$ cat config.mk
export PLATFORM = sky130hd
export DESIGN_NAME = bas_alu
export DESIGN_NICKNAME = d
export VERILOG_FILES = /design/src/hw/bas_pkg.sv /design/src/hw/bas_alu.sv
export SDC_FILE = /design/constraint.sdc
export NUM_CORES = 1
export LEC_CHECK = 0
export ABC_AREA = 1
export BUFFER_PORTS_ARGS = -buffer_cell sky130_fd_sc_hd__buf_2
export CELL_PAD_IN_SITES_DETAIL_PLACEMENT = 1
export CELL_PAD_IN_SITES_GLOBAL_PLACEMENT = 1
export CORE_MARGIN = 3
export CORE_UTILIZATION = 39
export DETAILED_ROUTE_END_ITERATION = 7
export GPL_TIMING_DRIVEN = 1
export PLACE_DENSITY_LB_ADDON = 0.3
export SLEW_MARGIN = 20
export SYNTH_ARGS = -nofsm -noshare
export SYNTH_HDL_FRONTEND = slang
export SYNTH_SLANG_ARGS = --single-unit
$ cat constraint.sdc
create_clock -name clk_sys -period 4.7 [get_ports clk_sys]
set_clock_uncertainty 0.05 [all_clocks]
set_input_delay 0.235 -clock clk_sys [delete_from_list [all_inputs] [get_ports clk_sys]]
set_output_delay 0.235 -clock clk_sys [all_outputs]
set_load 0.03 [all_outputs]
$ cat src/hw/bas_pkg.sv
// What this block does
// - Register-subtract computes register minus accumulator
// - Destination zero to accumulator, one to register
// - Carry and nibble carry set when no borrow
// - Literal xor into accumulator, zero flag only
// - Register xor to destination, zero flag only
// - Swap register nibbles, no flag changes
package bas_pkg;

  localparam int DATA_W = 8;
  localparam int ADDR_W = 7;
  localparam logic [ADDR_W-1:0] ADDR_MAX = 7'h7f;
  localparam logic [DATA_W-1:0] ACC_RST = 8'h00;
  localparam logic DEST_ACC = 1'b0;
  localparam logic DEST_REG = 1'b1;
  localparam int NIB_LO = 3;
  localparam int NIB_HI = 7;

  typedef enum logic [1:0] {
    BAS_SUB_ACC_FROM_REG,
    BAS_XOR_LITERAL_INTO_ACC,
    BAS_XOR_ACC_WITH_REG,
    BAS_SWAP_REG_NIBBLES
  } bas_op_t;

  typedef struct packed {
    logic valid;
    bas_op_t op;
    logic dest;
    logic [ADDR_W-1:0] reg_addr;
    logic [DATA_W-1:0] reg_data;
    logic [DATA_W-1:0] literal;
  } bas_req_t;

  typedef struct packed {
    logic carry;
    logic nibble_carry_flag;
    logic zero;
  } bas_flags_t;

  typedef struct packed {
    logic wr_en;
    logic [ADDR_W-1:0] addr;
    logic [DATA_W-1:0] data;
  } bas_regwr_t;

  typedef struct packed {
    logic [DATA_W-1:0] acc;
    bas_flags_t flags;
    bas_regwr_t regwr;
    logic done;
  } bas_state_t;

endpackage

$ cat src/hw/bas_alu.sv
`timescale 1ns/1ps
`default_nettype none
module bas_alu (
  // Clock and reset
  input wire logic clk_sys,
  input wire logic resetn,
  // Operation request
  input wire bas_pkg::bas_req_t req,
  // Results
  output logic [bas_pkg::DATA_W-1:0] acc,
  output bas_pkg::bas_flags_t flags,
  output bas_pkg::bas_regwr_t regwr,
  output logic done
);
  import bas_pkg::*;

  bas_state_t st_r;
  bas_state_t st_nxt;
  logic [DATA_W:0] diff;
  logic [NIB_LO+1:0] ndiff;
  logic [DATA_W-1:0] res;

  function automatic logic is_zero(input logic [DATA_W-1:0] v);
    return v == '0;
  endfunction

  always_comb begin
    st_nxt = st_r;
    st_nxt.done = 1'b0;
    st_nxt.regwr.wr_en = 1'b0;
    diff = {1'b0, req.reg_data} - {1'b0, st_r.acc};
    ndiff = {1'b0, req.reg_data[NIB_LO:0]} - {1'b0, st_r.acc[NIB_LO:0]};
    res = '0;
    if (req.valid) begin
      st_nxt.done = 1'b1;
      unique case (req.op)
        BAS_SUB_ACC_FROM_REG: begin
          res = diff[DATA_W-1:0];
          st_nxt.flags.carry = ~diff[DATA_W];
          st_nxt.flags.nibble_carry_flag = ~ndiff[NIB_LO+1];
          st_nxt.flags.zero = is_zero(res);
        end
        BAS_XOR_LITERAL_INTO_ACC: begin
          res = st_r.acc ^ req.literal;
          st_nxt.flags.zero = is_zero(res);
        end
        BAS_XOR_ACC_WITH_REG: begin
          res = st_r.acc ^ req.reg_data;
          st_nxt.flags.zero = is_zero(res);
        end
        BAS_SWAP_REG_NIBBLES: begin
          res = {req.reg_data[NIB_LO:0], req.reg_data[NIB_HI:NIB_LO+1]};
        end
      endcase
      if (req.op == BAS_XOR_LITERAL_INTO_ACC || req.dest == DEST_ACC) begin
        st_nxt.acc = res;
      end else begin
        st_nxt.regwr.wr_en = 1'b1;
        st_nxt.regwr.addr = req.reg_addr;
        st_nxt.regwr.data = res;
      end
    end
  end

  always_ff @(posedge clk_sys or negedge resetn) begin
    if (!resetn) begin
      st_r <= '{acc: ACC_RST, default: '0};
    end else begin
      st_r <= st_nxt;
    end
  end

  assign acc = st_r.acc;
  assign flags = st_r.flags;
  assign regwr = st_r.regwr;
  assign done = st_r.done;

  // Subtract
  a_sub_result: assert property (
    @(posedge clk_sys) disable iff (!resetn)
    req.valid && req.op == BAS_SUB_ACC_FROM_REG && req.dest == DEST_ACC
    |=> acc == 8'($past(req.reg_data) - $past(acc)))
    else $error("subtract result wrong");

  a_sub_reg_data: assert property (
    @(posedge clk_sys) disable iff (!resetn)
    req.valid && req.op == BAS_SUB_ACC_FROM_REG && req.dest == DEST_REG
    |=> regwr.data == 8'($past(req.reg_data) - $past(acc)))
    else $error("subtract register result wrong");

  a_sub_carry: assert property (
    @(posedge clk_sys) disable iff (!resetn)
    req.valid && req.op == BAS_SUB_ACC_FROM_REG
    |=> flags.carry == ($past(acc) <= $past(req.reg_data)))
    else $error("carry wrong");

  a_sub_ncarry: assert property (
    @(posedge clk_sys) disable iff (!resetn)
    req.valid && req.op == BAS_SUB_ACC_FROM_REG
    |=> flags.nibble_carry_flag ==
        ($past(acc[NIB_LO:0]) <= $past(req.reg_data[NIB_LO:0])))
    else $error("nibble carry wrong");

  a_sub_zero: assert property (
    @(posedge clk_sys) disable iff (!resetn)
    req.valid && req.op == BAS_SUB_ACC_FROM_REG
    |=> flags.zero ==
        (8'($past(req.reg_data) - $past(acc)) == 8'h00))
    else $error("subtract zero flag wrong");

  // Destination
  a_dest_reg: assert property (
    @(posedge clk_sys) disable iff (!resetn)
    req.valid && req.op != BAS_XOR_LITERAL_INTO_ACC && req.dest == DEST_REG
    |=> regwr.wr_en && regwr.addr == $past(req.reg_addr) && $stable(acc))
    else $error("register destination not written");

  a_dest_acc: assert property (
    @(posedge clk_sys) disable iff (!resetn)
    req.valid && (req.op == BAS_XOR_LITERAL_INTO_ACC || req.dest == DEST_ACC)
    |=> !regwr.wr_en && $stable(regwr.addr) && $stable(regwr.data))
    else $error("accumulator destination wrote register");

  a_regwr_pulse: assert property (
    @(posedge clk_sys) disable iff (!resetn)
    regwr.wr_en |-> done)
    else $error("register write without an operation");

  // Exclusive OR
  a_xorl_flags: assert property (
    @(posedge clk_sys) disable iff (!resetn)
    req.valid && req.op == BAS_XOR_LITERAL_INTO_ACC
    |=> !regwr.wr_en && acc == ($past(acc) ^ $past(req.literal))
        && flags.carry == $past(flags.carry))
    else $error("literal xor wrong");

  a_xorl_ncarry: assert property (
    @(posedge clk_sys) disable iff (!resetn)
    req.valid && req.op == BAS_XOR_LITERAL_INTO_ACC
    |=> $stable(flags.nibble_carry_flag))
    else $error("literal xor touched nibble carry");

  a_xorf_flags: assert property (
    @(posedge clk_sys) disable iff (!resetn)
    req.valid && req.op == BAS_XOR_ACC_WITH_REG
    |=> $stable(flags.carry) && $stable(flags.nibble_carry_flag))
    else $error("register xor touched carry");

  a_xorf_acc: assert property (
    @(posedge clk_sys) disable iff (!resetn)
    req.valid && req.op == BAS_XOR_ACC_WITH_REG && req.dest == DEST_ACC
    |=> acc == ($past(acc) ^ $past(req.reg_data)))
    else $error("register xor accumulator result wrong");

  a_xorf_reg: assert property (
    @(posedge clk_sys) disable iff (!resetn)
    req.valid && req.op == BAS_XOR_ACC_WITH_REG && req.dest == DEST_REG
    |=> regwr.data == ($past(acc) ^ $past(req.reg_data)))
    else $error("register xor register result wrong");

  // Nibble swap
  a_swap_data: assert property (
    @(posedge clk_sys) disable iff (!resetn)
    req.valid && req.op == BAS_SWAP_REG_NIBBLES && req.dest == DEST_REG
    |=> regwr.data == {$past(req.reg_data[NIB_LO:0]),
        $past(req.reg_data[NIB_HI:NIB_LO+1])} && $stable(flags))
    else $error("swap wrong");

  a_swap_acc: assert property (
    @(posedge clk_sys) disable iff (!resetn)
    req.valid && req.op == BAS_SWAP_REG_NIBBLES && req.dest == DEST_ACC
    |=> acc == {$past(req.reg_data[NIB_LO:0]),
        $past(req.reg_data[NIB_HI:NIB_LO+1])} && $stable(flags))
    else $error("swap to accumulator wrong");

  // Zero flag
  a_zero_flag: assert property (
    @(posedge clk_sys) disable iff (!resetn)
    req.valid && req.op != BAS_SWAP_REG_NIBBLES
    && (req.dest == DEST_ACC || req.op == BAS_XOR_LITERAL_INTO_ACC)
    |=> flags.zero == (acc == 8'h00))
    else $error("zero flag wrong");

  a_zero_reg: assert property (
    @(posedge clk_sys) disable iff (!resetn)
    req.valid && req.dest == DEST_REG && req.op != BAS_SWAP_REG_NIBBLES
    && req.op != BAS_XOR_LITERAL_INTO_ACC
    |=> flags.zero == (regwr.data == 8'h00))
    else $error("zero flag of register result wrong");

  // Idle and done pulse
  a_idle_quiet: assert property (
    @(posedge clk_sys) disable iff (!resetn)
    !req.valid |=> !done && !regwr.wr_en)
    else $error("spurious activity");

  a_idle_hold: assert property (
    @(posedge clk_sys) disable iff (!resetn)
    !req.valid |=> $stable(acc) && $stable(flags)
        && $stable(regwr.addr) && $stable(regwr.data))
    else $error("state changed while idle");

  a_done_pulse: assert property (
    @(posedge clk_sys) disable iff (!resetn)
    req.valid |=> done)
    else $error("done missing after request");

  // Main scenarios
  c_sub_borrow: cover property (@(posedge clk_sys) disable iff (!resetn)
    req.valid && req.op == BAS_SUB_ACC_FROM_REG ##1 !flags.carry);

  c_xor_zero: cover property (@(posedge clk_sys) disable iff (!resetn)
    req.valid && req.op == BAS_XOR_LITERAL_INTO_ACC ##1 flags.zero);

  c_swap_reg: cover property (@(posedge clk_sys) disable iff (!resetn)
    req.valid && req.op == BAS_SWAP_REG_NIBBLES && req.dest == DEST_REG);

  c_xorf_zero: cover property (@(posedge clk_sys) disable iff (!resetn)
    req.valid && req.op == BAS_XOR_ACC_WITH_REG && req.dest == DEST_REG
    ##1 flags.zero);

  c_back_to_back: cover property (@(posedge clk_sys) disable iff (!resetn)
    req.valid ##1 req.valid);
endmodule
`default_nettype wire

==> results of run 1 <==
-- layer usage --
| layer | vias to the layer above | track usage | routed length, um |
|---|---|---|---|
| met5 | - | 0 | 0 |
| li1 | 982 | - | - |
| met1 | 937 | 0.265 | 2500 |
| met3 | 2 | 0.0355 | 259 |
| met4 | 0 | 0.0163 | 18 |
| met2 | 43 | 0.395 | 2900 |
-- state kept, by name, summed over array words and instances (netlist names) --
name / cells
flags: 3
acc: 8
done: 1
regwr: 16
-- cell usage in the layout, fill, tap and decap left out, types with 2 or more instances in the layout --
cell type	Yosys	final
a21oi_1	7	7
a22oi_1	7	7
buf_2	3	56
clkbuf_8	0	3
dfrtp_1	28	28
ha_1	14	14
inv_1	38	38
nand2_1	103	103
nand3_1	23	23
nand3b_1	2	2
nor2_1	13	13
nor2_2	2	2
nor3_1	2	2
o211ai_1	4	4
o21ai_0	17	17
xor2_1	2	2
-- where the power goes --
part	internal, uW	leakage, uW	switching (uW)	total (uW)
clock	57.5	0.0000216	71.9	129
sequential	288	0.000349	34.0	322
combinational	139	0.000959	310	449
-- final timing paths --
check                            end      start  cells past startpoint
setup reg to reg              acc[6]     acc[0]                     12
setup / recovery              acc[6]     acc[0]                     12
hold / removal                  done    req[26]                      1
hold reg to reg            regwr[11]  regwr[11]                      2
min in group asynchronous     acc[5]     resetn                      2
max in group asynchronous   regwr[6]     resetn                      2
-- cell families (layout without fill, tap and decap cells) --
group	Yosys count	in the layout	synth area share
AO/OA/AOI/OAI	36	36	0.110
XOR/XNOR	2	2	0.00915
adder cells (fa/ha/maj)	15	15	0.102
buffers and inverters	45	100	0.0902
flip-flops	28	28	0.366
multiplexers	1	1	0.00588
AND/OR/NAND/NOR	147	147	0.317
-- final cells by class --
class / instances / area [sq um] / share of cell area
sequential: 28 / 701 / 0.304
clock buffer: 3 / 41.3 / 0.0179
timing repair buffer: 58 / 298 / 0.129
multi-input combinational: 201 / 1040 / 0.451
inverter: 39 / 146 / 0.0634
tap: 65 / 81.3 / 0.0352
-- through the flow --
step | cells | hold WS, ns | power [uW]
after floorplan | 274 | -0.111 | 630
after detailed placement | 390 | 0.243 | 778
after global placement | 390 | 0.235 | 764
final | 394 | 0.0461 | 900
after global routing | 394 | 0.0385 | 981
after CTS | 394 | 0.0450 | 909
==> flow_summary_export.csv, run 1 <==
group,metric,value,unit
route,viasPerCell,4.98,
critical_path,crit_top_cell,"nand2_1",
floorplanning,die_w,76.1,um
timing,fmax,508,MHz
floorplanning,die_area,5790,sq um
final_layout,synthToLayoutAreaGrowth,20.6,%
logic_synthesis,synth_edf_count,0,
clock_tree,insertion_delay,0.27,ns
global_route,grt_pass1_vias,2077,
logic_synthesis,synth_top_area_share,0.366,
critical_path,critical_path_buf_inv_count,1,
critical_path,cp.arrival,2.05,ns
critical_path,end_kind,"flop",
floorplanning,rows,24,
logic_synthesis,ys_ff_latch,28,
flow_run,drv_cap,0,
pwr,p_leak,0.00133,uW
timing,post-route-period-util,0.419,
critical_path,crit_path_cell_trace,"ha_1, fa_1, inv_1, nand2_1, nand2_1, nand3b_1, nand2_1, nand2_1, nand2_1, nand2_1, nand3_1, o21ai_0",
logic_synthesis,yosys_most_used_dff,"dfrtp_1",
final_layout,final_util,0.509,
final_layout,drive_above_1_share,0.201,
critical_path,crit_required,4.78,ns
global_route,grt_max_degree,29,
critical_path,start_kind,"flop",
logic_synthesis,syn-cell-area,1910,sq um
logic_synthesis,netlist_top_cells_area,"dfrtp_1 37%, nand2_1 20%, ha_1 9.2%",
clock_tree,clock_path_buffers,2,
final_layout,fillers,621,
logic_synthesis,syn_avg_cell_area,6.99,sq um
logic_synthesis,synth_common_cells,"103 x nand2_1, 38 x inv_1, 28 x dfrtp_1, 23 x nand3_1, 17 x o21ai_0",
logic_synthesis,synth_top_area_cell,"dfrtp_1",
logic_synthesis,yosys.cell_types.count,22,
critical_path,slowest_delay,0.42,ns
timing,max_slew_margin,0.490,
logic_synthesis,yosysSeqAreaShare,0.366,
final_layout,fin_nets,375,
critical_path,slowest_stage,"dfrtp_1",
floorplanning,core_area,4530,sq um
worst_hold_path,hold_path.class,"in2reg",
clock_tree,numCtsBuffers,3,
timing,hold_viol,0,
timing,fin_ws,2.73,ns
floorplanning,start_util,0.422,
placed_design,place_area,2260,sq um
placed_design,post-dp-hpwl,4780,um
final_layout,antenna_cells,0,
placed_design,io_buffers,56,
clock_tree,path_clk_slew,0.09,ns
timing,tightest_slew,0.765,ns
final_layout,fin_area,2310,sq um
clock_tree,cts_resized,0,
placed_design,routabilityCongestion,0.845,
route,route.detailed.drc,0,
clock_tree,postCtsSetupBuffers,0,
route,vias,1964,
clock_tree,htree_num_levels,1,
timing,slew_viol_final,0,
clock_tree,cts_hold_buf,1,
timing,layout_min_cycle_time,1.97,ns
critical_path,cp_top_family,"adder cells",
pwr,powerDensity,390,nW/um^2
pwr,peakVddDrop,0.000277,V
logic_synthesis,synth.most_common_cell,"nand2_1",
floorplanning,die_h,76.1,um
timing,setup-violations-final,0,
global_route,globalRouteOverflowTotal,0,
status,outcome,"finished, final reports clean",
logic_synthesis,synth_warnings,0,
floorplanning,io-pin-count,57,
global_route,grt_pass1_wl,10000,um
logic_synthesis,syn_inst,274,
timing,setup_tns,0,ns
critical_path,rrSetupSlack,2.73,ns
critical_path,worstSetupPathType,"reg2reg",
route,wl_per_cell,14.4,um
route,drt_iter0_drc,58,
clock_tree,clockRootBuffer,"clkbuf_8",
logic_synthesis,async_flop_share,1.00,
route,wirelength,5680,um
route,antenna_left,0,
critical_path,crit_path_max_fanout,4,
placed_design,place_ws,2.64,ns
clock_tree,cts_tree,"built",
clock_tree,cts.sinks,28,
global_route,grt.total_usage,0.211,
route,dr.pass1.iters,4,
logic_synthesis,synth_nets,318,
timing,rsz0062_at_grt,"false",
global_route,antenna_found_initial,0,
Note: power is estimated with default switching activity, not from simulation.
==> run 2: changes to the inputs <==
Settings changed: CORE_UTILIZATION 39 to 32.
Clock period 4.7 ns to 1.6 ns, I/O delays scaled along.
==> run 2 against run 1 <==
  * The run now ends with negative setup slack left
  * Design area grew 25%
  * Sequential power grew to 2.9 times the previous value
  * Power grew to 3.6 times the previous value
  * Register-to-register slack lost 3.0 ns
  * Combinational power grew to 4.2 times the previous value
  * Routed wire length grew 22%
  * Worst setup slack lost 3.0 ns
  * Non-clock buffer count grew 32
  * Sequential share of layout area shrank 5.8 points
==> flow_summary_export.csv, run 2 (synthesis gave the netlist of run 1 again) <==
group,metric,value,unit
final_layout,largest_reg_flops,16,
route,drt_iter0_drc,72,
global_route,grt_pass1_wl,11200,um
status,outcome,"complete, but fails checks",
critical_path,ff2ff_path_depth,10,
final_layout,drive_above_1_share,0.425,
floorplanning,die_w,83.3,um
route,dr.pass1.iters,4,
route,wl_per_cell,16.0,um
final_layout,layout_common_cells,"89 x nand2_1, 56 x buf_2, 30 x inv_1",
pwr,powerDensity,1130,nW/um^2
clock_tree,path_clk_slew,0.11,ns
route,route.detailed.drc,0,
final_layout,multi_input_comb_area,1310,sq um
critical_path,crit_path_max_fanout,2,
global_route,antenna_found_initial,0,
critical_path,cp_top_family,"adder cells",
floorplanning,die_area,6950,sq um
critical_path,crit_top_cell,"nor2_1",
critical_path,critical_path_buf_inv_count,0,
clock_tree,htree_num_levels,1,
critical_path,rrSetupSlack,-0.29,ns
flow_run,drv_cap,0,
status,failed_checks,"negative setup slack",
timing,layout_min_cycle_time,1.89,ns
worst_hold_path,hold_path.class,"in2reg",
global_route,globalRouteOverflowTotal,0,
timing,max_slew_margin,0.551,
floorplanning,io-pin-count,57,
timing,setup-violations-final,13,
worst_hold_path,hold_depth,4,
clock_tree,clock_path_buffers,2,
pwr,peakVddDrop,0.000554,V
worst_hold_path,min_from,"req[23]",
placed_design,place_ws,-0.284,ns
final_layout,fin_area,2890,sq um
timing,rsz0062_at_grt,"true",
global_route,grt_pass1_vias,2262,
critical_path,start_kind,"flop",
timing,tightest_slew,0.674,ns
global_route,grt_max_degree,29,
critical_path,end_kind,"flop",
floorplanning,start_util,0.339,
final_layout,antenna_cells,0,
critical_path,slowest_stage,"fa_2",
final_layout,synthToLayoutAreaGrowth,50.7,%
route,viasPerCell,4.93,
route,vias,2139,
global_route,grt.total_usage,0.198,
clock_tree,numCtsBuffers,3,
clock_tree,cts_tree,"built",
timing,fin_ws,-0.294,ns
timing,hold_viol,0,
worst_hold_path,holdPathEnd,"regwr[15]",
critical_path,worstSetupPathType,"reg2reg",
final_layout,layout_commonest_cell,"nand2_1",
placed_design,routabilityCongestion,0.863,
critical_path,crit_path_cell_trace,"ha_4, fa_2, nand3b_1, nor2_2, nand3_2, nor2_2, nand2_1, nor2_1, nor2_1, nor2_1",
final_layout,fin_nets,407,
final_layout,final_util,0.511,
placed_design,post-dp-hpwl,5190,um
pwr,p_leak,0.00152,uW
clock_tree,cts.sinks,28,
final_layout,seq_area,709,sq um
critical_path,cp-startpoint,"acc[0]",
clock_tree,clockRootBuffer,"clkbuf_8",
final_layout,fillers,709,
floorplanning,core_area,5640,sq um
critical_path,cp.arrival,2.07,ns
floorplanning,rows,27,
floorplanning,die_h,83.3,um
timing,post-route-period-util,1.18,
clock_tree,insertion_delay,0.29,ns
placed_design,place_area,2520,sq um
route,wirelength,6930,um
timing,fmax,528,MHz
critical_path,slowest_delay,0.54,ns
route,antenna_left,0,
placed_design,io_buffers,56,
critical_path,crit_required,1.78,ns
critical_path,r2r-start,"acc[0]",
timing,slew_viol_final,0,
critical_path,r2r_end,"flags[0]",
==> run 2: cell types whose count changed in the layout (fill, tap and decap cells not counted), sizes merged <==
| cell | before | now |
|---|---|---|
| buf | 57 | 81 |
| dlygate4sd3 | 1 | 9 |
| clkbuf | 3 | 4 |
==> run 2: area by class of cell <==
type | count | area share
Tap cell | 72 | 0.0312
Timing Repair Buffer | 90 | 0.197
Clock buffer | 4 | 0.0191
Sequential cell | 28 | 0.246
Multi-Input combinational cell | 201 | 0.454
Inverter | 39 | 0.0525
==> run 2: how the worst max path moves through the flow <==
stage | end | slack, ns | cells after the start
6_report | flags[0] | -0.29 | 10
5_1_grt | flags[0] | -0.36 | 10
4_1_cts | flags[0] | -0.28 | 10
3_5_place_dp | flags[0] | -0.28 | 10
3_3_place_gp | flags[0] | -0.22 | 10
2_1_floorplan | flags[0] | -0.25 | 10
==> run 2: repair_timing <==
action,in CTS,in global routing
hold buffers,9,0
setup endpoints to repair,17,17
resized for setup,39,30
pin swaps,10,14
buffers inserted,1,2
endpoints found under the hold margin,36,0
==> run 2: power breakdown <==
| part | switching, uW | leakage [uW] | internal (uW) | total [uW] |
|---|---|---|---|---|
| registers | 85.0 | 0.000341 | 852 | 937 |
| logic | 1160 | 0.00115 | 713 | 1870 |
| clock network | 247 | 0.0000288 | 221 | 468 |
==> run 2: stage by stage <==
step           setup TNS, ns  instances  power, uW  hold WS [ns]
2_1_floorplan         -0.846        274       1930        -0.266
3_3_place_gp           -1.55        418       2480         0.115
3_5_place_dp           -2.46        418       2530         0.107
4_1_cts                -1.21        432       3130         0.196
5_1_grt                -2.48        434       3490         0.236
6_report               -1.20        434       3270         0.197
==> run 2: layer usage <==
| metal | share of wire | track usage | vias to the layer above |
|---|---|---|---|
| met5 | 0 | 0 | - |
| met4 | 0.014 | 0.0327 | 0 |
| met3 | 0.045 | 0.0258 | 12 |
| met2 | 0.53 | 0.357 | 50 |
| met1 | 0.41 | 0.256 | 1025 |
| li1 | - | - | 1052 |
==> run 2: worst min-delay path: cells and delay by family <==
kind / cells / cell delay (ns)
AND/OR/NAND/NOR: 1 / 0.06
buffers and inverters: 3 / 0.35
